$ cat src/pkg/virq_pkg.sv
// Constants, offsets and field layouts of the vectored interrupt register bank.
package virq_pkg;
   // Build shape of this instance.
   localparam int          NUM_IRQ       = 32;
   localparam logic        CHAIN_PRESENT = 1'b1;
   localparam logic [31:0] BUILT_MASK    = 32'((64'h1 << NUM_IRQ) - 64'h1);

   // Widths.
   localparam int ADDR_W  = 6;
   localparam int DATA_W  = 32;
   localparam int LVL_W   = 6;
   localparam int RS_W    = 6;
   localparam int CFG_W   = 13;
   localparam int IDX_W   = 6;
   localparam int VSIZE_W = 3;
   localparam int CHAIN_W = 45;

   // Field positions.
   localparam int LVL_LSB     = 0;
   localparam int NMI_BIT     = 6;
   localparam int RS_LSB      = 7;
   localparam int VSIZE_LSB   = 0;
   localparam int CHAINEN_BIT = 3;
   localparam int PEND_BIT    = 31;
   localparam int CHAIN_HA_LSB = 13;

   // Word offsets on the register port.
   localparam logic [ADDR_W-1:0] OFF_CFG_LAST   = 6'h1f;
   localparam logic [ADDR_W-1:0] OFF_ENABLE     = 6'h20;
   localparam logic [ADDR_W-1:0] OFF_ENABLE_SET = 6'h21;
   localparam logic [ADDR_W-1:0] OFF_ENABLE_CLR = 6'h22;
   localparam logic [ADDR_W-1:0] OFF_PENDING    = 6'h23;
   localparam logic [ADDR_W-1:0] OFF_RAW        = 6'h24;
   localparam logic [ADDR_W-1:0] OFF_SOFT       = 6'h25;
   localparam logic [ADDR_W-1:0] OFF_SOFT_SET   = 6'h26;
   localparam logic [ADDR_W-1:0] OFF_SOFT_CLR   = 6'h27;
   localparam logic [ADDR_W-1:0] OFF_CONFIG     = 6'h28;
   localparam logic [ADDR_W-1:0] OFF_STATE      = 6'h29;
   localparam logic [ADDR_W-1:0] OFF_TBL_BASE   = 6'h2a;
   localparam logic [ADDR_W-1:0] OFF_HANDLER    = 6'h2b;

   // Values and counts.
   localparam logic [DATA_W-1:0] RESET_WORD = 32'h0;
   localparam logic [IDX_W-1:0]  CHAIN_IDX  = 6'h20;
   localparam logic [3:0]        ENTRY_LOG2 = 4'h2;
endpackage

$ cat src/logic/virq_priority_pick.sv
// Winner selection among pending interrupts and the chained input.
`timescale 1ns/1ps
module virq_priority_pick
(
   input  wire logic [31:0]                                  pending,
   input  wire logic [virq_pkg::NUM_IRQ*virq_pkg::LVL_W-1:0] levels,
   input  wire logic                                         chainOn,
   input  wire logic [virq_pkg::LVL_W-1:0]                   chainLevel,
   input  wire logic                                         clock,
   input  wire logic                                         rst,
   output logic                                              found,
   output logic [virq_pkg::IDX_W-1:0]                        winIdx,
   output logic [virq_pkg::LVL_W-1:0]                        winLevel,
   output logic                                              chainWon
);
   import virq_pkg::*;

   logic [NUM_IRQ-1:0] beaten;

   // Scan from the top index down so an equal level at a lower index takes over.
   always_comb begin
      found    = 1'b0;
      winIdx   = '0;
      winLevel = '0;
      for (int i = NUM_IRQ - 1; i >= 0; i--) begin
         if (pending[i] && levels[i*LVL_W +: LVL_W] != '0 &&
             levels[i*LVL_W +: LVL_W] >= winLevel) begin
            found    = 1'b1;
            winIdx   = IDX_W'(i);
            winLevel = levels[i*LVL_W +: LVL_W];
         end
      end
   end

   // The chain acts as index 32, so it only wins with a strictly larger level.
   assign chainWon = chainOn && chainLevel != '0 && chainLevel > winLevel;

   // A pending input that should have beaten the chosen winner.
   for (genvar g = 0; g < NUM_IRQ; g++) begin : g_beat
      assign beaten[g] = pending[g] && levels[g*LVL_W +: LVL_W] != '0 &&
         (levels[g*LVL_W +: LVL_W] > winLevel ||
          (levels[g*LVL_W +: LVL_W] == winLevel && IDX_W'(g) < winIdx));
   end

   chk_pick_order:
   assert property (@(posedge clock) disable iff (rst) beaten == '0)
      else $error("A better pending interrupt was passed over.");
endmodule

$ cat src/logic/virq_vector_gen.sv
// Handler address arithmetic for the winning interrupt.
`timescale 1ns/1ps
module virq_vector_gen
(
   input  wire logic [virq_pkg::IDX_W-1:0]   winIdx,
   input  wire logic [virq_pkg::VSIZE_W-1:0] vecSize,
   input  wire logic [31:0]                  tableBase,
   input  wire logic                         chainWon,
   input  wire logic [31:0]                  chainAddr,
   output logic [31:0]                       handler
);
   import virq_pkg::*;

   logic [3:0]  entryShift;
   logic [31:0] entryOffset;

   // Bytes per entry are four shifted by the size field, so index times bytes is a shift.
   assign entryShift  = {1'b0, vecSize} + ENTRY_LOG2;
   assign entryOffset = {26'h0, winIdx} << entryShift;
   assign handler     = chainWon ? chainAddr : tableBase + entryOffset;
endmodule

$ cat src/logic/virq_csr_bank.sv
// Register bank, request gating and winner status of the vectored interrupt controller.
`timescale 1ns/1ps
module virq_csr_bank
(
   input  wire logic                         clock,
   input  wire logic                         rst,
   input  wire logic                         csrRead,
   input  wire logic                         csrWrite,
   input  wire logic [virq_pkg::ADDR_W-1:0]  csrAddress,
   input  wire logic [virq_pkg::DATA_W-1:0]  csrWriteData,
   output logic [virq_pkg::DATA_W-1:0]       csrReadData,
   input  wire logic [31:0]                  irqInput,
   input  wire logic                         chainValid,
   input  wire logic [virq_pkg::CHAIN_W-1:0] chainData,
   output logic                              reqValid,
   output logic [virq_pkg::LVL_W-1:0]        reqLevel,
   output logic                              reqNonmask,
   output logic [virq_pkg::RS_W-1:0]         reqRegSet,
   output logic [31:0]                       reqHandler
);
   import virq_pkg::*;

   // Software state.
   logic [CFG_W-1:0]   cfgTable [0:31];
   logic [31:0]        irqEnableMask;
   logic [31:0]        softIrqBits;
   logic [VSIZE_W-1:0] vecSize;
   logic               chainEnable;
   logic [31:0]        handlerTableBase;

   // Registered winner status.
   logic               winValid;
   logic [IDX_W-1:0]   winNumber;
   logic [31:0]        handlerAddr;

   // Decode, next values and datapath wires.
   logic               wrCfg;
   logic               wrEnable;
   logic               wrEnSet;
   logic               wrEnClr;
   logic               wrSoft;
   logic               wrSoftSet;
   logic               wrSoftClr;
   logic               wrConfig;
   logic               wrTblBase;
   logic [31:0]        next_irqEnableMask;
   logic [31:0]        next_softIrqBits;
   logic [31:0]        pendingFlags;
   logic [31:0]        rawInputs;
   logic [NUM_IRQ*LVL_W-1:0] levelsFlat;
   logic               chainOn;
   logic               found;
   logic               chainWon;
   logic               anyWin;
   logic [IDX_W-1:0]   pickIdx;
   logic [31:0]        handler;
   logic [CFG_W-1:0]   winCfg;
   logic [31:0]        cfgWord;
   logic [31:0]        configWord;
   logic [31:0]        stateWord;
   logic [31:0]        readMux;

   // Write strobes; a write takes effect at the edge where csrWrite is high.
   assign wrCfg     = csrWrite && csrAddress <= OFF_CFG_LAST;
   assign wrEnable  = csrWrite && csrAddress == OFF_ENABLE;
   assign wrEnSet   = csrWrite && csrAddress == OFF_ENABLE_SET;
   assign wrEnClr   = csrWrite && csrAddress == OFF_ENABLE_CLR;
   assign wrSoft    = csrWrite && csrAddress == OFF_SOFT;
   assign wrSoftSet = csrWrite && csrAddress == OFF_SOFT_SET;
   assign wrSoftClr = csrWrite && csrAddress == OFF_SOFT_CLR;
   assign wrConfig  = csrWrite && csrAddress == OFF_CONFIG;
   assign wrTblBase = csrWrite && csrAddress == OFF_TBL_BASE;

   // Set and clear aliases act only on the ones of the written word.
   assign next_irqEnableMask = wrEnable ? csrWriteData & BUILT_MASK :
                               wrEnSet  ? irqEnableMask | (csrWriteData & BUILT_MASK) :
                               wrEnClr  ? irqEnableMask & ~csrWriteData :
                                          irqEnableMask;
   assign next_softIrqBits   = wrSoft    ? csrWriteData & BUILT_MASK :
                               wrSoftSet ? softIrqBits | (csrWriteData & BUILT_MASK) :
                               wrSoftClr ? softIrqBits & ~csrWriteData :
                                           softIrqBits;

   // Per-interrupt configuration words, request gating and level fan-out.
   for (genvar g = 0; g < 32; g++) begin : g_irq
      if (g < NUM_IRQ) begin : g_built
         // Only the 13 defined bits are stored, so reserved bits cannot hold data.
         always_ff @(posedge clock or posedge rst) begin
            if (rst) begin
               cfgTable[g] <= '0;
            end else if (wrCfg && csrAddress[4:0] == 5'(g)) begin
               cfgTable[g] <= csrWriteData[CFG_W-1:0];
            end
         end
         assign levelsFlat[g*LVL_W +: LVL_W] = cfgTable[g][LVL_LSB +: LVL_W];
      end else begin : g_absent
         assign cfgTable[g] = '0;
      end
      // Soft bit joins the input before the enable gate.
      assign pendingFlags[g] = BUILT_MASK[g] && irqEnableMask[g] &&
                               (irqInput[g] || softIrqBits[g]);
      assign rawInputs[g]    = BUILT_MASK[g] && irqInput[g];
   end

   // Enable mask and soft bits.
   always_ff @(posedge clock or posedge rst) begin
      if (rst) begin
         irqEnableMask <= '0;
         softIrqBits   <= '0;
      end else begin
         irqEnableMask <= next_irqEnableMask;
         softIrqBits   <= next_softIrqBits;
      end
   end

   // The chain enable bit sticks only when the chained input exists, which is
   // how software probes for it.
   always_ff @(posedge clock or posedge rst) begin
      if (rst) begin
         vecSize          <= '0;
         chainEnable      <= 1'b0;
         handlerTableBase <= '0;
      end else begin
         if (wrConfig) begin
            vecSize     <= csrWriteData[VSIZE_LSB +: VSIZE_W];
            chainEnable <= csrWriteData[CHAINEN_BIT] && CHAIN_PRESENT;
         end
         if (wrTblBase) begin
            handlerTableBase <= csrWriteData;
         end
      end
   end

   // Priority and vector generation.
   assign chainOn = CHAIN_PRESENT && chainEnable && chainValid;

   virq_priority_pick u_pick (
      .pending    (pendingFlags),
      .levels     (levelsFlat),
      .chainOn    (chainOn),
      .chainLevel (chainData[LVL_LSB +: LVL_W]),
      .clock      (clock),
      .rst        (rst),
      .found      (found),
      .winIdx     (pickIdx),
      .winLevel   (),
      .chainWon   (chainWon)
   );

   virq_vector_gen u_vec (
      .winIdx    (pickIdx),
      .vecSize   (vecSize),
      .tableBase (handlerTableBase),
      .chainWon  (chainWon),
      .chainAddr (chainData[CHAIN_HA_LSB +: 32]),
      .handler   (handler)
   );

   assign anyWin = found || chainWon;
   assign winCfg = chainWon ? chainData[CFG_W-1:0] : cfgTable[pickIdx[4:0]];

   // Winner status and the request toward the processor are sampled once per
   // cycle, which costs one cycle of latency but keeps every output a flip-flop.
   always_ff @(posedge clock or posedge rst) begin
      if (rst) begin
         winValid    <= 1'b0;
         winNumber   <= '0;
         handlerAddr <= '0;
      end else begin
         winValid    <= anyWin;
         winNumber   <= chainWon ? CHAIN_IDX : (found ? pickIdx : '0);
         handlerAddr <= anyWin ? handler : '0;
      end
   end

   always_ff @(posedge clock or posedge rst) begin
      if (rst) begin
         reqValid   <= 1'b0;
         reqLevel   <= '0;
         reqNonmask <= 1'b0;
         reqRegSet  <= '0;
         reqHandler <= '0;
      end else begin
         reqValid   <= anyWin;
         reqLevel   <= anyWin ? winCfg[LVL_LSB +: LVL_W] : '0;
         reqNonmask <= anyWin && winCfg[NMI_BIT];
         reqRegSet  <= anyWin ? winCfg[RS_LSB +: RS_W] : '0;
         reqHandler <= anyWin ? handler : '0;
      end
   end

   // Read selection; aliases and unmapped words read as zero.
   assign cfgWord    = {19'h0, cfgTable[csrAddress[4:0]]};
   assign configWord = {28'h0, chainEnable, vecSize};
   assign stateWord  = {winValid, 25'h0, winNumber};
   assign readMux    = csrAddress <= OFF_CFG_LAST     ? cfgWord :
                       csrAddress == OFF_ENABLE       ? irqEnableMask :
                       csrAddress == OFF_PENDING      ? pendingFlags :
                       csrAddress == OFF_RAW          ? rawInputs :
                       csrAddress == OFF_SOFT         ? softIrqBits :
                       csrAddress == OFF_CONFIG       ? configWord :
                       csrAddress == OFF_STATE        ? stateWord :
                       csrAddress == OFF_TBL_BASE     ? handlerTableBase :
                       csrAddress == OFF_HANDLER      ? handlerAddr :
                                                        RESET_WORD;

   // One wait state on reads: the word is captured at the edge that takes the read.
   always_ff @(posedge clock or posedge rst) begin
      if (rst) begin
         csrReadData <= '0;
      end else if (csrRead) begin
         csrReadData <= readMux;
      end
   end

   chk_enset_bits:
   assert property (@(posedge clock) disable iff (rst)
      csrWrite && csrAddress == OFF_ENABLE_SET |=>
      irqEnableMask == ($past(irqEnableMask) | ($past(csrWriteData) & BUILT_MASK)))
      else $error("Enable setter did not set exactly the written ones.");

   chk_enclr_bits:
   assert property (@(posedge clock) disable iff (rst)
      csrWrite && csrAddress == OFF_ENABLE_CLR |=>
      irqEnableMask == ($past(irqEnableMask) & ~$past(csrWriteData)))
      else $error("Enable clearer did not clear exactly the written ones.");

   chk_softset_bits:
   assert property (@(posedge clock) disable iff (rst)
      csrWrite && csrAddress == OFF_SOFT_SET |=>
      softIrqBits == ($past(softIrqBits) | ($past(csrWriteData) & BUILT_MASK)))
      else $error("Soft setter did not set exactly the written ones.");

   chk_softclr_bits:
   assert property (@(posedge clock) disable iff (rst)
      csrWrite && csrAddress == OFF_SOFT_CLR |=>
      softIrqBits == ($past(softIrqBits) & ~$past(csrWriteData)))
      else $error("Soft clearer did not clear exactly the written ones.");

   chk_alias_reads:
   assert property (@(posedge clock) disable iff (rst)
      csrRead && (csrAddress == OFF_ENABLE_SET || csrAddress == OFF_SOFT_CLR) |=>
      csrReadData == RESET_WORD)
      else $error("A write-only alias read back nonzero.");

   chk_pending_gate:
   assert property (@(posedge clock) disable iff (rst)
      (pendingFlags & ~irqEnableMask) == 32'h0 &&
      ((irqInput | softIrqBits) & irqEnableMask & BUILT_MASK) == pendingFlags)
      else $error("Pending flags disagree with enables and requests.");

   chk_idle_handler:
   assert property (@(posedge clock) disable iff (rst)
      !winValid |-> handlerAddr == 32'h0 && winNumber == '0)
      else $error("Idle state shows a nonzero handler or number.");

   chk_handler_math:
   assert property (@(posedge clock) disable iff (rst)
      winValid && winNumber != CHAIN_IDX |->
      handlerAddr == $past(handlerTableBase) +
                     ({26'h0, winNumber} << ({1'b0, $past(vecSize)} + ENTRY_LOG2)))
      else $error("Handler address is not base plus index times entry size.");

   chk_state_follow:
   assert property (@(posedge clock) disable iff (rst)
      $rose(anyWin) |=> winValid && stateWord[PEND_BIT])
      else $error("Pending flag did not follow a new winner.");

   chk_chain_pass:
   assert property (@(posedge clock) disable iff (rst)
      chainWon |=> winNumber == CHAIN_IDX &&
                   handlerAddr == $past(chainData[CHAIN_HA_LSB +: 32]))
      else $error("Chained winner did not pass its handler address.");

   // Read port, configuration write, request and winner gating checks; software polls these words, so a slip here is silent.
   chk_read_hold:
   assert property (@(posedge clock) disable iff (rst)
      !csrRead |=> $stable(csrReadData))
      else $error("Read data moved without a read.");

   chk_raw_read:
   assert property (@(posedge clock) disable iff (rst)
      csrRead && csrAddress == OFF_RAW |=>
      csrReadData == ($past(irqInput) & BUILT_MASK))
      else $error("Raw input read did not show the input levels.");

   chk_cfg_write:
   assert property (@(posedge clock) disable iff (rst)
      wrCfg |=> cfgTable[$past(csrAddress[4:0])] == $past(csrWriteData[CFG_W-1:0]))
      else $error("Configuration word did not keep its defined bits.");

   chk_req_idle:
   assert property (@(posedge clock) disable iff (rst)
      !reqValid |-> reqLevel == '0 && !reqNonmask && reqRegSet == '0 && reqHandler == 32'h0)
      else $error("Idle request outputs are not all zero.");

   chk_win_enabled:
   assert property (@(posedge clock) disable iff (rst)
      found |-> irqEnableMask[pickIdx[4:0]] && pendingFlags[pickIdx[4:0]])
      else $error("A disabled or idle interrupt won priority.");

   chk_chain_gate:
   assert property (@(posedge clock) disable iff (rst)
      chainWon |-> chainEnable && chainValid && chainData[LVL_LSB +: LVL_W] != '0)
      else $error("Chained input won while disabled or at level zero.");
endmodule

$ cat config.mk
export PLATFORM = sky130hd
export DESIGN_NAME = virq_csr_bank
export DESIGN_NICKNAME = d
export VERILOG_FILES = /design/src/pkg/virq_pkg.sv /design/src/logic/virq_priority_pick.sv /design/src/logic/virq_vector_gen.sv /design/src/logic/virq_csr_bank.sv
export SDC_FILE = /design/constraint.sdc
export NUM_CORES = 2
export LEC_CHECK = 0
export ABC_AREA = 0
export CAP_MARGIN = 10
export CORE_AREA = 2 2 253 255
export DETAILED_ROUTE_END_ITERATION = 8
export DIE_AREA = 0 0 255 257
export DONT_BUFFER_PORTS = 1
export GPL_TIMING_DRIVEN = 0
export PLACE_DENSITY = 0.85
export SKIP_CTS_REPAIR_TIMING = 1
export SYNTH_ARGS = -nofsm -noshare
export SYNTH_HDL_FRONTEND = slang
export SYNTH_HIERARCHICAL = 1
export SYNTH_SLANG_ARGS = --single-unit
export TNS_END_PERCENT = 30
$ cat constraint.sdc
create_clock -name clock -period 161.8 [get_ports clock]
set_clock_uncertainty 0.2 [all_clocks]
set_input_delay 16.18 -clock clock [delete_from_list [all_inputs] [get_ports clock]]
set_output_delay 16.18 -clock clock [all_outputs]
set_load 0.01 [all_outputs]
== Yosys cells after proc, flatten, opt, wreduce, memory -nomap -nowiden ==
Cells that the tools add are included.
Operators by class
  bitwise logic cells: 7
  equality and inequality tests: 43
  mux-type cells: 124
  magnitude comparators: 36
  shifts and indexed selects: 1
  reductions and logical operators: 210
  $add $sub $neg: 2
Operators with widths (count)
  32-bit 2-to-1 mux: 17
  6-bit 2-to-1 mux: 36
  6-bit nonzero test: 33
  6-bit greater-or-equal comparator: 31
  5-bit 2-to-1 mux: 32
  1-bit logical AND: 141
  13-bit binary-select mux with 5-bit select: 2
  5-bit equality test, second input constant: 16
  6-bit equality test, second input constant: 12
  13-bit 2-to-1 mux: 5
  32-bit AND: 2
  32-bit bitwise OR: 2
  5-bit by 4-bit equality test with 1-bit output, second input constant: 8
  1-bit logical OR: 33
  32-bit adder: 1
  1-bit 2-to-1 mux: 32
  32-bit inverter: 1
  5-bit by 4-bit left shift with 32-bit output: 1
  5-bit by 3-bit equality test with 1-bit output, second input constant: 4
  6-bit greater-or-equal comparator, second input constant: 2
  5-bit inverter with 6-bit output: 2
  5-bit by 2-bit equality test with 1-bit output, second input constant: 2
  6-bit by 1-bit greater-or-equal comparator with 1-bit output, second input constant: 1
  6-bit > comparator: 1
  other kinds (5): 6
Word-level totals
  bits of input ports: 120
  output and inout bits: 78
  logic and storage cells: 467
  flip-flop bits (word level): 600

== Depth between registers and ports, before layout ==
  word-level depth: 104
  mapped depth: 341
  mapped depth without buffers: 330

== Modules after synthesis ==
Netlist, hierarchy kept.
Modules (own cells, without submodules)
  virq_csr_bank: cells each 2303, instances 1, area each 31243.7 um^2, seq. area each 15014.4 um^2
  virq_priority_pick: cells each 1417, instances 1, area each 9646.8 um^2, seq. area each 0.0 um^2
  virq_vector_gen: cells each 320, instances 1, area each 2064.5 um^2, seq. area each 0.0 um^2

== Worst setup path after synthesis ==
Ideal clock, no wire load.
  kind: in2reg
  from: in irqInput[31]
  to: reg reqHandler[24]
  stages on the path: 325
  library setup time: 0.132 ns
  arrival: 75.558 ns
  required time: 161.468 ns
  slack: 85.910 ns
  buffers on the path: 11
  path through: o21a_1 clkbuf_1 and2_1 ha_1 nand2b_1 a21oi_1 o31ai_4 nand2_1 o21ai_0 ha_1 nand2b_1 a21o_1 a211oi_1 o21bai_1 o211ai_1 o211ai_1 clkbuf_1 mux2_2 (+289 left out) nor2_1 buf_2 clkbuf_1 nor4_1 mux2i_1 nand2_1 o21ai_0 o21ai_0 nor2b_1 ha_1 o21ai_0 nor2_4 a2111oi_4 o22ai_1 o21bai_1 xor2_1 o21ai_1 nor2b_1
Between the ends
  longest elaborated chain between the ends: 102
  elaborated cells on any way between the ends: 169
  those cells by class: add/sub (1); order compare (32); shift (1); mux (98); reduce/logical (37)
Ends and longest elaborated chain
  start: declaration: RTL line virq_csr_bank.sv:12  | input wire logic [31:0] irqInput,
  1-bit logical OR (*): RTL line virq_csr_bank.sv:101  | (irqInput[g] || softIrqBits[g]);
  1-bit logical AND (*): RTL line virq_csr_bank.sv:100  | assign pendingFlags[g] = BUILT_MASK[g] && irqEnableMask[g] &&
  1-bit logical AND (*) (2 in series): RTL line virq_priority_pick.sv:26  | if (pending[i] && levels[i*LVL_W +: LVL_W] != '0 &&
  6-bit 2-to-1 mux: RTL line virq_priority_pick.sv:26
  6-bit greater-or-equal comparator: RTL line virq_priority_pick.sv:27  | levels[i*LVL_W +: LVL_W] >= winLevel) begin
  1-bit logical AND: RTL line virq_priority_pick.sv:26
  6-bit 2-to-1 mux: RTL line virq_priority_pick.sv:26
  6-bit greater-or-equal comparator: RTL line virq_priority_pick.sv:27
  (+87 left out)
  1-bit logical AND: RTL line virq_priority_pick.sv:26
  5-bit 2-to-1 mux (*): RTL line virq_priority_pick.sv:26
  named net pickIdx[4]: RTL line virq_csr_bank.sv:55  | logic [IDX_W-1:0] pickIdx;
  5-bit by 4-bit left shift with 32-bit output (*): RTL line virq_vector_gen.sv:19  | assign entryOffset = {26'h0, winIdx} << entryShift;
  32-bit adder (*): RTL line virq_vector_gen.sv:20  | assign handler = chainWon ? chainAddr : tableBase + entryOffset;
  32-bit 2-to-1 mux (*): RTL line virq_vector_gen.sv:20
  named net handler[24]: RTL line virq_csr_bank.sv:56  | logic [31:0] handler;
  32-bit 2-to-1 mux (*): RTL line virq_csr_bank.sv:188  | reqHandler <= anyWin ? handler : '0;
  end signal: assignment: RTL line virq_csr_bank.sv:188
  end: declaration: RTL line virq_csr_bank.sv:19  | output logic [31:0] reqHandler
Mark *: on every way through the listed nets, which the timed path passes. The rest lies on a longest branch.
A chain may end at the register's enable or synchronous reset.

== Worst setup path in the final report ==
  from: in irqInput[31]
  to: reg reqLevel[5] (netlist bit)
Between the ends
  elaborated cells on any way between the ends: 171
  those cells by class: order compare (32); mux (101); bitwise (1); reduce/logical (37)
RTL lines
  1-bit logical OR (*): RTL line virq_csr_bank.sv:101
  1-bit logical AND (*): RTL line virq_csr_bank.sv:100
  1-bit logical AND (*) (2 in series): RTL line virq_priority_pick.sv:26
  6-bit 2-to-1 mux (*): RTL line virq_priority_pick.sv:26
  6-bit greater-or-equal comparator: RTL line virq_priority_pick.sv:27
  1-bit logical AND: RTL line virq_priority_pick.sv:26
  6-bit 2-to-1 mux (*): RTL line virq_priority_pick.sv:26
  6-bit greater-or-equal comparator: RTL line virq_priority_pick.sv:27
  (+86 left out)
  6-bit greater-or-equal comparator: RTL line virq_priority_pick.sv:27
  1-bit logical AND: RTL line virq_priority_pick.sv:26
  6-bit 2-to-1 mux (*): RTL line virq_priority_pick.sv:26
  6-bit > comparator (*): RTL line virq_priority_pick.sv:36  | assign chainWon = chainOn && chainLevel != '0 && chainLevel > winLevel;
  1-bit logical AND (*): RTL line virq_priority_pick.sv:36
  named net chainWon: RTL line virq_csr_bank.sv:53  | logic chainWon;
  13-bit 2-to-1 mux / 1-bit logical OR (equally long branches): RTL line virq_csr_bank.sv:160, virq_csr_bank.sv:159
  6-bit 2-to-1 mux (*): RTL line virq_csr_bank.sv:185  | reqLevel <= anyWin ? winCfg[LVL_LSB +: LVL_W] : '0;
  end signal: assignment: RTL line virq_csr_bank.sv:185
  end: declaration: RTL line virq_csr_bank.sv:16  | output logic [virq_pkg::LVL_W-1:0] reqLevel,
Mark *: on every way through the listed nets, which the timed path passes. The rest lies on a longest branch. The select of a mux whose other input is x is not followed.

==> impl_metrics.env <==
export IMPL_arrival_ps=87850
export IMPL_crit_required_ps=162030
export IMPL_worstPathMaxFanout=10
export IMPL_insertion_delay_ps=650
export IMPL_drv_slew=22
export IMPL_setup_tns_ps=0
export IMPL_initial_core_util_pct=68.4
export IMPL_netlist_instances=4035
export IMPL_antenna_left=0
export IMPL_path_class="input pin to register"
export IMPL_fin_cells=5034
export IMPL_core_sq_mm=0.0627
export IMPL_crit_top_cell="nand2b_1"
export IMPL_fmax_mhz=11.4
export IMPL_grt_max_degree=128
export IMPL_drive_gt1_share_pct=25.8
export IMPL_violations="design-rule violations, max-capacitance violations, max-slew violations"
export IMPL_overflow=0
export IMPL_io_buffer_count=0
export IMPL_root_buffer="clkbuf_16"
export IMPL_setup_viol=0
export IMPL_hpwlAfterDp_um=135000
export IMPL_powerDensity_mw_per_mm2=24.3
export IMPL_placed_area_sq_mm=0.0442
export IMPL_rsz0062_at_grt="no"
export IMPL_die_x_um=255
export IMPL_std_cell_rows=92
export IMPL_tritoncts="built"
export IMPL_antenna_found_initial=19
export IMPL_p_leak_uw=0.0204
export IMPL_timing_final_crit_share_pct=54.1
export IMPL_max_cap_violations=2
export IMPL_die_area_sq_mm=0.0655
export IMPL_post_place_cells=4891
export IMPL_drt_iter0_drc=7340
export IMPL_ir_drop_mv=0.0361
export IMPL_gp_congestion=1.10
export IMPL_wire_per_inst_um=36.7
export IMPL_syn_area_sq_mm=0.0429
export IMPL_hold_violations=0
export IMPL_die_h_um=257
export IMPL_min_period_ps=87610
export IMPL_drt_total_wl_um=185000
export IMPL_worstMarginPinSlew_ps=1520
export IMPL_htree_levels=3
export IMPL_nets=4399
export IMPL_track_usage_pct=56.1
export IMPL_critPathSlowestCell="a22oi_1"
export IMPL_hold_class="register to register"
export IMPL_grt_pass1_wl_um=262000
export IMPL_status="finished with violations"
export IMPL_synthToLayoutAreaGrowth_pct=8.90
export IMPL_drc=30
export IMPL_synth_avg_cell_area_sq_um=10.6
export IMPL_syn_num_nets=4312
export IMPL_via_per_inst=7.95
export IMPL_grt_pass1_vias=37732
export IMPL_power_uw=1140
export IMPL_slew_headroom_pct=-1.30
export IMPL_endpoint_kind="register"
export IMPL_clkSinkCount=600
export IMPL_dr_pass1_iters=9
export IMPL_yosysWarningCount=6
export IMPL_pin_count=198
export IMPL_final_area_sq_mm=0.0467
export IMPL_clock_path_buffers=3
export IMPL_cts_buffers=68
export IMPL_num_vias=40021
export IMPL_start_kind="input pin"
export IMPL_max_stage_delay_ps=800
export IMPL_path_clk_slew_ps=60
-- per-layer routing --
| metal | vias up | wire length [um] | global-route usage [%] | part of all wire, % |
|---|---|---|---|---|
| met5 | - | 185 | 2.11 | 0.10 |
| met4 | 20 | 18100 | 40.8 | 9.8 |
| met3 | 1195 | 32400 | 28.8 | 18 |
| met2 | 3930 | 72100 | 75.0 | 39 |
| met1 | 19351 | 62000 | 68.9 | 34 |
| li1 | 15525 | - | - | - |
-- critical path: cells and delay by family --
kind / cells / cell delay (ps)
multiplexers: 24 / 9370
adder cells (fa/ha/maj): 40 / 11620
AND/OR/NAND/NOR: 96 / 14470
AO/OA/AOI/OAI: 139 / 31100
buffers and inverters: 19 / 4970
-- placed cells by master, fill, tap and decap left out, types with 30 or more instances in the layout --
cell type / count
a211oi_1: 50
a21o_1: 50
a21oi_1: 215
a22o_1: 55
a22oi_1: 32
a31oi_1: 44
and2_1: 31
buf_2: 93
clkbuf_1: 121
clkbuf_16: 72
dfrtp_1: 600
ha_1: 156
inv_1: 185
mux2_2: 526
mux2i_1: 99
mux4_2: 193
nand2_1: 256
nand2b_1: 60
nand3_1: 59
nor2_1: 192
nor2b_1: 64
nor3_1: 30
o211ai_1: 37
o21a_1: 64
o21ai_0: 197
o22ai_1: 44
or4_1: 36
xnor2_1: 36
-- report_power, final --
group | internal, uW | switching, uW | total, uW
logic | 279 | 475 | 755
registers | 175 | 36.7 | 212
clock network | 98.4 | 70.9 | 169
total | 553 | 583 | 1140
-- stage by stage --
| step | util, % | setup slack, ps | hold slack, ps |
|---|---|---|---|
| 2_1_floorplan | - | 85930 | 283 |
| 3_3_place_gp | 70.1 | 77160 | 299 |
| 3_5_place_dp | 70.4 | 76450 | 307 |
| 4_1_cts | 74.2 | 76410 | 324 |
| 5_1_grt | 74.4 | 70430 | 336 |
| 6_report | 74.5 | 74190 | 327 |
-- worst paths after layout --
kind,startpoint,end,slack (ps),cells past startpoint
max in group asynchronous,rst,reqHandler[0],144510,3
min reg2reg,register,register,330,1
min,register,register,330,1
min in group asynchronous,rst,cfgTable[4],15250,1
max,irqInput[31],reqLevel[5],74190,318
max reg2reg,register,reqLevel[5],89240,318
-- area by class of cell --
cell class              count  area, sq um
fillers                  4371        16000
diodes                     12         30.0
repair buffers             17          320
multi-input cells        2990        25900
flip-flops and latches    600        15000
clock inverters            29          352
plain buffers             256         1280
inverters                 189          717
clock buffers              95         2040
well taps                 846         1060
(Power assumes the default switching activity.)
